**config.mk**
```make
export PLATFORM = sky130hd
export DESIGN_NAME = tec_core
export DESIGN_NICKNAME = d
export VERILOG_FILES = /design/src/hdl/tec_pkg.sv /design/src/hdl/tec_prescaler.sv /design/src/hdl/tec_edge_detect.sv /design/src/hdl/tec_core.sv
export VERILOG_INCLUDE_DIRS = /design/src /design/src/hdl
export SDC_FILE = /design/constraint.sdc
export NUM_CORES = 1
export LEC_CHECK = 0
export ABC_AREA = 1
export BUFFER_PORTS_ARGS = -buffer_cell sky130_fd_sc_hd__buf_2
export CORE_ASPECT_RATIO = 0.9
export CORE_MARGIN = 2
export CORE_UTILIZATION = 40
export CTS_CLUSTER_DIAMETER = 120
export DETAILED_ROUTE_END_ITERATION = 8
export PLACE_DENSITY = 0.53
export SYNTH_ARGS = -nofsm -noshare
export SYNTH_HDL_FRONTEND = slang
export SYNTH_SLANG_ARGS = --single-unit
```
**constraint.sdc**
```tcl
create_clock -name sys_clk -period 10.6 [get_ports sys_clk]
set_input_delay 2.12 -clock sys_clk [delete_from_list [all_inputs] [get_ports sys_clk]]
set_output_delay 2.12 -clock sys_clk [all_outputs]
set_load 0.005 [all_outputs]
```
**src/hdl/tec_consts.svh**
```systemverilog
// Purpose: offsets, field positions, reset values and codes of the timer/event counter
// Assumes: byte addresses on an 8-bit register address, 16-bit data
// Notes: definitions only
`ifndef TEC_CONSTS_SVH
`define TEC_CONSTS_SVH

// ----------------------------------------
// register offsets
// ----------------------------------------
`define TEC_OFF_TIMER_CTRL 8'h00
`define TEC_OFF_PRESCALE_SEL 8'h04
`define TEC_OFF_CAPCMP_CTRL 8'h08
`define TEC_OFF_EDGE_MODE 8'h0c
`define TEC_OFF_SAMPLE_SEL 8'h10
`define TEC_OFF_MATCH_A 8'h14
`define TEC_OFF_MATCH_B 8'h18
`define TEC_OFF_CAPTURE_C 8'h1c
`define TEC_OFF_COUNTER 8'h20

// ----------------------------------------
// reset values
// ----------------------------------------
`define TEC_RST_TIMER_CTRL 8'h00
`define TEC_RST_PRESCALE_SEL 8'h11
`define TEC_RST_CAPCMP_CTRL 8'h00
`define TEC_RST_EDGE_MODE 2'h0
`define TEC_RST_SAMPLE_SEL 2'h0

// ----------------------------------------
// field positions
// ----------------------------------------
`define TEC_BIT_WIDTH_SEL 0
`define TEC_BIT_WRAP 2
`define TEC_BIT_RUN 3
`define TEC_BIT_CLR_A 0
`define TEC_BIT_CLR_B 1
`define TEC_BIT_B_CAPT 2

// ----------------------------------------
// clock select codes and limits
// ----------------------------------------
`define TEC_CLK_EXT 4'h0
`define TEC_CLK_DIV_FIRST 4'h1
`define TEC_CLK_DIV_LAST 4'h9
`define TEC_DIV_STAGES 10
`define TEC_SMP_DIV32 5
`define TEC_SMP_DIV64 6
`define TEC_SMP_DIV128 7
`define TEC_NARROW_MAX 16'h00ff
`define TEC_WIDE_MAX 16'hffff

`endif

```
**src/hdl/tec_pkg.sv**
```systemverilog
// Purpose: types shared by the timer/event counter files
// Assumes: nothing beyond the constants header
// Notes: types only
package tec_pkg;

  typedef struct packed {
    logic [7:0] addr;
    logic [15:0] wdata;
    logic wr;
    logic rd;
  } tec_bus_req_t;

  typedef enum logic [1:0] {
    TEC_EDGE_FALL,
    TEC_EDGE_RISE,
    TEC_EDGE_BOTH,
    TEC_EDGE_BOTH_ALT
  } tec_edge_mode_t;

  typedef enum logic [1:0] {
    TEC_ST_STOPPED,
    TEC_ST_ARMED,
    TEC_ST_COUNTING
  } tec_run_state_t;

endpackage : tec_pkg

```
**src/hdl/tec_prescaler.sv**
```systemverilog
// Purpose: free-running divider giving one-cycle ticks at sys_clk / 2^k
// Assumes: synchronous reset copy from the top
// Notes: tick k fires once every 2^k cycles
`timescale 1ns/1ps
`default_nettype none
`include "tec_consts.svh"
module tec_prescaler (
  // clock and reset
  input wire logic clk,
  input wire logic rst_n,
  // divided ticks
  output logic [`TEC_DIV_STAGES:1] tick
);
  logic [`TEC_DIV_STAGES-1:0] div_cnt;
  logic [`TEC_DIV_STAGES:1] next_tick;

  always_ff @(posedge clk or negedge rst_n) begin
    if (!rst_n) begin
      div_cnt <= '0;
    end else begin
      div_cnt <= div_cnt + 1'b1;
    end
  end

  genvar k;
  generate
    for (k = 1; k <= `TEC_DIV_STAGES; k++) begin : g_tick
      assign next_tick[k] = &div_cnt[k-1:0];
    end
  endgenerate

  always_ff @(posedge clk or negedge rst_n) begin
    if (!rst_n) begin
      tick <= '0;
    end else begin
      tick <= next_tick;
    end
  end
endmodule : tec_prescaler
`default_nettype wire

```
**src/hdl/tec_edge_detect.sv**
```systemverilog
// Purpose: synchronise the external pin, filter it at the sampling rate, flag valid edges
// Assumes: sample_en is a one-cycle pulse on clk, or held high to sample every cycle
// Notes: a level counts only after three equal samples
`timescale 1ns/1ps
`default_nettype none
module tec_edge_detect
  import tec_pkg::*;
(
  // clock and reset
  input wire logic clk,
  input wire logic rst_n,
  // pin and settings
  input wire logic pin_in,
  input wire logic sample_en,
  input wire tec_edge_mode_t edge_mode,
  // result
  output logic edge_pulse
);
  logic sync_a;
  logic sync_b;
  logic [1:0] hist;
  logic level;
  logic next_pulse;
  logic stable;

  always_ff @(posedge clk or negedge rst_n) begin
    if (!rst_n) begin
      sync_a <= 1'b0;
      sync_b <= 1'b0;
    end else begin
      sync_a <= pin_in;
      sync_b <= sync_a;
    end
  end

  // shorter pulses than three samples are dropped on purpose
  assign stable = (hist[0] == sync_b) && (hist[1] == sync_b);

  always_comb begin
    next_pulse = 1'b0;
    if (sample_en && stable && (sync_b != level)) begin
      case (edge_mode)
        TEC_EDGE_FALL: next_pulse = !sync_b;
        TEC_EDGE_RISE: next_pulse = sync_b;
        default: next_pulse = 1'b1;
      endcase
    end
  end

  always_ff @(posedge clk or negedge rst_n) begin
    if (!rst_n) begin
      hist <= 2'h0;
      level <= 1'b0;
      edge_pulse <= 1'b0;
    end else begin
      if (sample_en) begin
        hist <= {hist[0], sync_b};
        if (stable) begin
          level <= sync_b;
        end
      end
      edge_pulse <= next_pulse;
    end
  end
endmodule : tec_edge_detect
`default_nettype wire

```
**src/hdl/tec_core.sv**
```systemverilog
// Purpose: 8/16-bit up-counting timer/event counter with prescaler, edge detector, selector
// Assumes: one 100 MHz sys_clk; plain register port, read data one cycle after the strobe
// Notes: the count clock is a one-cycle enable; nothing runs on a second clock
`timescale 1ns/1ps
`default_nettype none
`include "tec_consts.svh"

// What this block does
// - a valid pin edge gives interrupt request, capture trigger and event tick together
// - prescaler divides sys_clk; selector picks a divided tick or the pin edge
// - only the low nibble of timer_ctrl_reg steers this counter
// - timer_ctrl_reg resets to zero, counter stopped, narrow mode
// - prescale_sel_reg low nibble picks the count clock; resets to 11 hex
// - capcmp_ctrl_reg picks compare or capture for b and clear enables; resets zero
// - width_sel bit 0 selects 8-bit when 0, 16-bit when 1
// - setting count_run loads zero on the next count tick, then increments
// - clearing count_run zeroes the counter at once and stops capture and match
// - writing count_run 1 while running leaves counting undisturbed
// - tick at all ones wraps to zero, sets wrap_flag, keeps counting
// - wrap_flag stays set until software or reset clears it
// - reset zeroes the counter and stops counting
// - wide mode makes counter, match_a and match_or_capture_b 16 bits
// - enabled match or capture clears counter on the next tick, holding till then
// - restart after a stop always begins from zero at the first tick after set
// - selecting the pin edge as count clock makes it an event counter
// - sample_clk_sel_reg picks sampling at cpu clock, /32, /64 or /128
// - event rate limit follows the sampling clock, same for one or both edges
// - match_a equal to the counter raises match_a_irq, may clear counter
// - match_or_capture_b acts as compare or capture per capcmp_ctrl_reg
// - each capture trigger loads capture_c, held until the next trigger
module tec_core
  import tec_pkg::*;
(
  // clock and reset
  input wire logic sys_clk,
  input wire logic reset_n,
  // register port
  input wire tec_bus_req_t bus_req,
  output logic [15:0] rdata,
  // external pin
  input wire logic ext_irq_pin,
  // event outputs
  output logic ext_irq_req,
  output logic match_a_irq,
  output logic match_b_irq
);

  // ----------------------------------------
  // reset release
  // ----------------------------------------
  logic rst_meta;
  logic rst_n;

  always_ff @(posedge sys_clk or negedge reset_n) begin
    if (!reset_n) begin
      rst_meta <= 1'b0;
      rst_n <= 1'b0;
    end else begin
      rst_meta <= 1'b1;
      rst_n <= rst_meta;
    end
  end

  // ----------------------------------------
  // helpers
  // ----------------------------------------
  function automatic logic width_eq(input logic [15:0] a, input logic [15:0] b,
                                    input logic wide);
    if (wide) begin
      width_eq = (a == b);
    end else begin
      width_eq = (a[7:0] == b[7:0]);
    end
  endfunction : width_eq

  function automatic logic is_write(input tec_bus_req_t req, input logic [7:0] off);
    is_write = req.wr && (req.addr == off);
  endfunction : is_write

  // ----------------------------------------
  // registers
  // ----------------------------------------
  logic width_sel;
  logic count_run;
  logic wrap_flag;
  logic [3:0] ctrl_upper;
  logic [7:0] prescale_sel_reg;
  logic [7:0] capcmp_ctrl_reg;
  tec_edge_mode_t edge_mode_reg;
  logic [1:0] sample_clk_sel_reg;
  logic [15:0] match_a;
  logic [15:0] match_or_capture_b;
  logic [15:0] capture_c;
  logic [15:0] counter;
  tec_run_state_t run_state;
  logic clear_pending;
  logic counted;

  logic wr_ctrl;
  logic next_run;
  logic wrap_event;
  logic clr_a_en;
  logic clr_b_en;
  logic b_capture;
  logic running;
  logic capture_evt;
  logic clear_source;
  logic [15:0] count_max;

  assign wr_ctrl = is_write(bus_req, `TEC_OFF_TIMER_CTRL);
  assign next_run = wr_ctrl ? bus_req.wdata[`TEC_BIT_RUN] : count_run;
  assign clr_a_en = capcmp_ctrl_reg[`TEC_BIT_CLR_A];
  assign clr_b_en = capcmp_ctrl_reg[`TEC_BIT_CLR_B];
  assign b_capture = capcmp_ctrl_reg[`TEC_BIT_B_CAPT];
  assign running = (run_state != TEC_ST_STOPPED);
  assign count_max = width_sel ? `TEC_WIDE_MAX : `TEC_NARROW_MAX;

  // timer control: upper nibble is kept for the neighbour counter and read back only
  always_ff @(posedge sys_clk or negedge rst_n) begin
    if (!rst_n) begin
      width_sel <= 1'(`TEC_RST_TIMER_CTRL >> `TEC_BIT_WIDTH_SEL);
      count_run <= 1'b0;
      ctrl_upper <= 4'h0;
    end else if (wr_ctrl) begin
      width_sel <= bus_req.wdata[`TEC_BIT_WIDTH_SEL];
      count_run <= bus_req.wdata[`TEC_BIT_RUN];
      ctrl_upper <= bus_req.wdata[7:4];
    end
  end

  // a hardware wrap in the same cycle as a software clear wins
  always_ff @(posedge sys_clk or negedge rst_n) begin
    if (!rst_n) begin
      wrap_flag <= 1'b0;
    end else if (wrap_event) begin
      wrap_flag <= 1'b1;
    end else if (wr_ctrl && !bus_req.wdata[`TEC_BIT_WRAP]) begin
      wrap_flag <= 1'b0;
    end
  end

  always_ff @(posedge sys_clk or negedge rst_n) begin
    if (!rst_n) begin
      prescale_sel_reg <= `TEC_RST_PRESCALE_SEL;
      capcmp_ctrl_reg <= `TEC_RST_CAPCMP_CTRL;
      edge_mode_reg <= tec_edge_mode_t'(`TEC_RST_EDGE_MODE);
      sample_clk_sel_reg <= `TEC_RST_SAMPLE_SEL;
    end else begin
      if (is_write(bus_req, `TEC_OFF_PRESCALE_SEL)) begin
        prescale_sel_reg <= bus_req.wdata[7:0];
      end
      if (is_write(bus_req, `TEC_OFF_CAPCMP_CTRL)) begin
        capcmp_ctrl_reg <= {5'h00, bus_req.wdata[2:0]};
      end
      if (is_write(bus_req, `TEC_OFF_EDGE_MODE)) begin
        edge_mode_reg <= tec_edge_mode_t'(bus_req.wdata[1:0]);
      end
      if (is_write(bus_req, `TEC_OFF_SAMPLE_SEL)) begin
        sample_clk_sel_reg <= bus_req.wdata[1:0];
      end
    end
  end

  // compare value a; b is writable by software only while it acts as compare
  always_ff @(posedge sys_clk or negedge rst_n) begin
    if (!rst_n) begin
      match_a <= 16'h0000;
    end else if (is_write(bus_req, `TEC_OFF_MATCH_A)) begin
      match_a <= width_sel ? bus_req.wdata : {8'h00, bus_req.wdata[7:0]};
    end
  end

  // ----------------------------------------
  // prescaler, edge detector, selector
  // ----------------------------------------
  logic [`TEC_DIV_STAGES:1] div_tick;
  logic sample_tick;
  logic ext_edge;
  logic count_tick;
  logic [3:0] clk_code;

  tec_prescaler u_prescaler (
    .clk(sys_clk),
    .rst_n(rst_n),
    .tick(div_tick)
  );

  // the cpu clock equals sys_clk here, so that choice samples every cycle
  always_comb begin
    case (sample_clk_sel_reg)
      2'h0: sample_tick = 1'b1;
      2'h1: sample_tick = div_tick[`TEC_SMP_DIV32];
      2'h2: sample_tick = div_tick[`TEC_SMP_DIV64];
      default: sample_tick = div_tick[`TEC_SMP_DIV128];
    endcase
  end

  tec_edge_detect u_edge (
    .clk(sys_clk),
    .rst_n(rst_n),
    .pin_in(ext_irq_pin),
    .sample_en(sample_tick),
    .edge_mode(edge_mode_reg),
    .edge_pulse(ext_edge)
  );

  assign clk_code = prescale_sel_reg[3:0];

  // unused codes give no count clock at all rather than a guessed rate
  always_comb begin
    count_tick = 1'b0;
    if (clk_code == `TEC_CLK_EXT) begin
      count_tick = ext_edge;
    end else if (clk_code >= `TEC_CLK_DIV_FIRST && clk_code <= `TEC_CLK_DIV_LAST) begin
      count_tick = div_tick[clk_code + 4'h1];
    end
  end

  // request leaves with the capture trigger and tick, not a cycle behind them
  assign ext_irq_req = ext_edge;

  // ----------------------------------------
  // run state
  // ----------------------------------------
  always_ff @(posedge sys_clk or negedge rst_n) begin
    if (!rst_n) begin
      run_state <= TEC_ST_STOPPED;
    end else begin
      case (run_state)
        TEC_ST_STOPPED: begin
          if (next_run) begin
            run_state <= TEC_ST_ARMED;
          end
        end
        TEC_ST_ARMED: begin
          if (!next_run) begin
            run_state <= TEC_ST_STOPPED;
          end else if (count_tick) begin
            run_state <= TEC_ST_COUNTING;
          end
        end
        TEC_ST_COUNTING: begin
          if (!next_run) begin
            run_state <= TEC_ST_STOPPED;
          end
        end
        default: run_state <= TEC_ST_STOPPED;
      endcase
    end
  end

  // ----------------------------------------
  // counter
  // ----------------------------------------
  assign wrap_event = (run_state == TEC_ST_COUNTING) && next_run && count_tick &&
                      !clear_pending && (counter == count_max);

  always_ff @(posedge sys_clk or negedge rst_n) begin
    if (!rst_n) begin
      counter <= 16'h0000;
    end else if (!next_run) begin
      counter <= 16'h0000;
    end else if (count_tick && run_state != TEC_ST_STOPPED) begin
      if (run_state == TEC_ST_ARMED) begin
        counter <= 16'h0000;
      end else if (clear_pending) begin
        counter <= 16'h0000;
      end else if (counter == count_max) begin
        counter <= 16'h0000;
      end else begin
        counter <= (counter + 16'h0001) & count_max;
      end
    end
  end

  always_ff @(posedge sys_clk or negedge rst_n) begin
    if (!rst_n) begin
      counted <= 1'b0;
    end else begin
      counted <= next_run && count_tick && running;
    end
  end

  // ----------------------------------------
  // compare and capture
  // ----------------------------------------
  logic hit_a;
  logic hit_b;

  assign hit_a = counted && count_run && width_eq(counter, match_a, width_sel);
  assign hit_b = counted && count_run && !b_capture &&
                 width_eq(counter, match_or_capture_b, width_sel);
  assign capture_evt = ext_edge && running && next_run;

  always_ff @(posedge sys_clk or negedge rst_n) begin
    if (!rst_n) begin
      match_a_irq <= 1'b0;
      match_b_irq <= 1'b0;
    end else begin
      match_a_irq <= hit_a;
      match_b_irq <= hit_b;
    end
  end

  assign clear_source = (hit_a && clr_a_en) || (hit_b && clr_b_en) ||
                        (capture_evt && b_capture && clr_b_en);

  // a new source in the same cycle as a tick stays pending for the next tick
  always_ff @(posedge sys_clk or negedge rst_n) begin
    if (!rst_n) begin
      clear_pending <= 1'b0;
    end else if (!next_run) begin
      clear_pending <= 1'b0;
    end else if (clear_source) begin
      clear_pending <= 1'b1;
    end else if (count_tick) begin
      clear_pending <= 1'b0;
    end
  end

  always_ff @(posedge sys_clk or negedge rst_n) begin
    if (!rst_n) begin
      match_or_capture_b <= 16'h0000;
    end else if (capture_evt && b_capture) begin
      match_or_capture_b <= counter;
    end else if (is_write(bus_req, `TEC_OFF_MATCH_B) && !b_capture) begin
      match_or_capture_b <= width_sel ? bus_req.wdata : {8'h00, bus_req.wdata[7:0]};
    end
  end

  always_ff @(posedge sys_clk or negedge rst_n) begin
    if (!rst_n) begin
      capture_c <= 16'h0000;
    end else if (capture_evt) begin
      capture_c <= counter;
    end
  end

  // ----------------------------------------
  // read port
  // ----------------------------------------
  logic [15:0] next_rdata;

  always_comb begin
    case (bus_req.addr)
      `TEC_OFF_TIMER_CTRL: next_rdata = {8'h00, ctrl_upper, count_run, wrap_flag, 1'b0,
                                         width_sel};
      `TEC_OFF_PRESCALE_SEL: next_rdata = {8'h00, prescale_sel_reg};
      `TEC_OFF_CAPCMP_CTRL: next_rdata = {8'h00, capcmp_ctrl_reg};
      `TEC_OFF_EDGE_MODE: next_rdata = {14'h0000, edge_mode_reg};
      `TEC_OFF_SAMPLE_SEL: next_rdata = {14'h0000, sample_clk_sel_reg};
      `TEC_OFF_MATCH_A: next_rdata = match_a;
      `TEC_OFF_MATCH_B: next_rdata = match_or_capture_b;
      `TEC_OFF_CAPTURE_C: next_rdata = capture_c;
      `TEC_OFF_COUNTER: next_rdata = counter;
      default: next_rdata = 16'h0000;
    endcase
  end

  // read data stand for one cycle only, zero otherwise
  always_ff @(posedge sys_clk or negedge rst_n) begin
    if (!rst_n) begin
      rdata <= 16'h0000;
    end else if (bus_req.rd) begin
      rdata <= next_rdata;
    end else begin
      rdata <= 16'h0000;
    end
  end

endmodule : tec_core
`default_nettype wire

```
==> impl_metrics.toml <==
[global_route]
grt.overflow.total = 0
antenna_found_initial = 0
grt_pass1_wl_mm = 30.14
grt_max_degree = 70
grt_pass1_vias = 5366
grt.total_usage_pct = 21.08

[route]
post_drt_via_cell_ratio = 5.078
num_vias = 5753
routedWlPerCell_um = 16.39
drc_errors = 0
initialDrtViolationCount = 559
routed_wirelength_mm = 18.57
antenna_left = 0
firstDrtPassIters = 5

[placement]
dp_hpwl_mm = 13.20
place_area_mm2 = 0.007396
port_buffers = 47
routabilityCongestion = 0.8520

[die]
core_area_mm2 = 0.01744
die_height_um = 130.0
initial_utilization_pct = 40.47
die_w_um = 144.0
ios = 48
die_area_mm2 = 0.01873
row_count = 46

[sta]
finalHoldViolCount = 0
slew_headroom_pct = 26.19
rsz0062_at_grt = "false"
worst_pin_slew_ps = 1104
fin_crit_ps = 4231
post-route-period-util_pct = 39.92
setup_tns_ps = 0
slew_viol_final = 0
setup_viol = 0
clock_skew_ps = 8.103
max_freq_mhz = 236.3

[logic_synthesis]
synth_warnings = 0
synth.yosys.seq_area_share_pct = 48.25
ys_types = 44
synth_area_mm2 = 0.007058
syn_avg_cell_area_um2 = 8.304
synthCells = 850
synth_seq_cells = 136
syn-num-nets = 887

[worst_setup_path]
worstPathArrival_ps = 4490
start_kind = "input port"
cp.required_ps = 10860
regToRegEndpoint = "counter[11]$_DFFE_PN0P_"
reg2reg_slack_ps = 7880
reg2reg_from = "prescale_sel_reg[0]$_DFFE_PN1P_"
path_class = "input port to register"
critPathMaxFanout = 32
worstSetupEndpointType = "register"
reg2reg_depth = 12

[worst_hold_path]
hold_class = "register to register"
min_path_cells = 0
hold-path-endpoint = "u_edge.sync_b$_DFF_PN0_"
min-delay-start = "u_edge.sync_a$_DFF_PN0_"

[clock_network]
cts_tree = "done"
postCtsHoldBufs = 0
post_cts_resize_count = 0
cts_buffers = 17
clockRootBuffer = "clkbuf_16"
cts_setup_buffers = 0
clk_latency_ps = 420
cts.path.max_buffers = 2
cts_htree_levels = 4
clock_sinks = 136
cts.clk_slew.worst_paths_ps = 60

[pwr]
pwr-share-comb_pct = 7.2
power_leakage_uw = 0.003673
p_sw_share_pct = 25.95
max-vdd-ir-drop_mv = 0.09818
pwr-share-seq_pct = 44.7
internal-power_uw = 915.4
clkPwrFrac_pct = 48.0
switchingPower_uw = 320.8
power_density_mw_per_mm2 = 154.8

[final_layout]
area_growth_syn_to_layout_pct = 13.12
drive_above_1_share_pct = 16.24
layout.cells.most_common_list = "nand2_1, dfrtp_1, nand3_1, nor2_1, inv_1"
fin_area_mm2 = 0.007984
nNetsFinal = 917
diodes = 0
final_common_cell = "nand2_1"
fillCellCount = 1748

[flow_run]
cap_violations = 0

[status]
status = "finished clean"
## metrics by stage
stage | hold slack, ps | instances | utilization [%] | setup slack [ps] | power [uW]
floorplan | 331.2 | 850 | - | 6534 | 622.7
global placement | 334.3 | 1101 | 42.41 | 6061 | 652.2
detailed placement | 340.5 | 1101 | 42.41 | 5915 | 653.2
CTS | 354.7 | 1133 | 45.78 | 6374 | 1250
global route | 356.2 | 1133 | 45.78 | 6044 | 1288
finish | 348.8 | 1133 | 45.78 | 6369 | 1236
## worst max-delay path by stage
stage | startpoint | end | slack, ps
floorplan | rst_n$_DFF_PN0_ | capcmp_ctrl_reg[0]$_DFFE_PN0P_ | 6530
global placement | bus_req[25] | match_or_capture_b[9]$_DFFE_PN0P_ | 6060
detailed placement | bus_req[19] | match_or_capture_b[13]$_DFFE_PN0P_ | 5920
CTS | bus_req[19] | match_or_capture_b[13]$_DFFE_PN0P_ | 6370
global route | bus_req[19] | match_or_capture_b[13]$_DFFE_PN0P_ | 6040
finish | bus_req[19] | match_or_capture_b[13]$_DFFE_PN0P_ | 6370
## synth_stat cells, drive strengths merged
cell    instances  area, um2
nor2           86      359.1
xnor2          19      166.4
dfstp           2      52.55
o221ai         16      140.1
o22ai           4      25.02
inv            78      295.3
or2             1      6.260
nand3          82      415.4
o2111a          1      11.26
a21oi           9      45.04
o21ai          89      543.0
buf            27      170.2
xor2           16      140.1
a41oi           4      35.03
ha              8      100.1
and2            1      6.260
a221oi          4      35.03
a31o            1      8.760
conb            1      3.750
nand4          11      75.07
nor3           12      76.33
a31oi           7      43.79
nor3b           2      15.01
nand2         221      867.1
clkbuf         10      38.78
dfrtp         134       3353
a211oi          2      15.01
nand3b          2      15.01
## worst max-delay path, stage by stage
cell and delay (ps):
buf_2 110, nor2_2 160, nand3_1 160, nor2_2 570, inv_2 140, nor2_1 120, nand2_1 630, nand3_1 330
o221ai_1 140
## cell type report
type,count,area (um2),area share (%)
Sequential cell,136,3410,42.70
Multi-Input combinational cell,599,3148,39.43
Clock buffer,18,439.2,5.501
Tap cell,240,300.3,3.761
Inverter,78,295.3,3.698
Timing Repair Buffer,48,242.7,3.040
Clock inverter,14,148.9,1.865
## routing by layer
metal / part of all wire (%) / wire length (um) / vias up / GRT usage, %
met4: 1.3 / 248 / 0 / 6.344
met5: 0 / 0 / - / 0
li1: - / - / 2870 / -
met3: 6.4 / 1190 / 18 / 4.367
met1: 50 / 9353 / 2719 / 32.61
met2: 42 / 7781 / 146 / 29.47
## kinds of logic after synthesis
kind of cell    share of synthesized area (%)
xor+xnor                                4.343
buf+inv                                 7.144
fa+ha+maj                               1.418
flops                                   48.25
other cells                           0.05313
compound gates                          12.78
simple gates                            26.01
## power groups by stage
stage | Combinational (uW) | Clock [uW] | Sequential [uW]
floorplan | 62.9 | 0 | 560
global placement | 89.7 | 0 | 562
detailed placement | 90.6 | 0 | 563
CTS | 90.9 | 605 | 553
global route | 104 | 629 | 556
finish | 89.4 | 594 | 553
No activity file was read; power rests on OpenSTA's default activity.
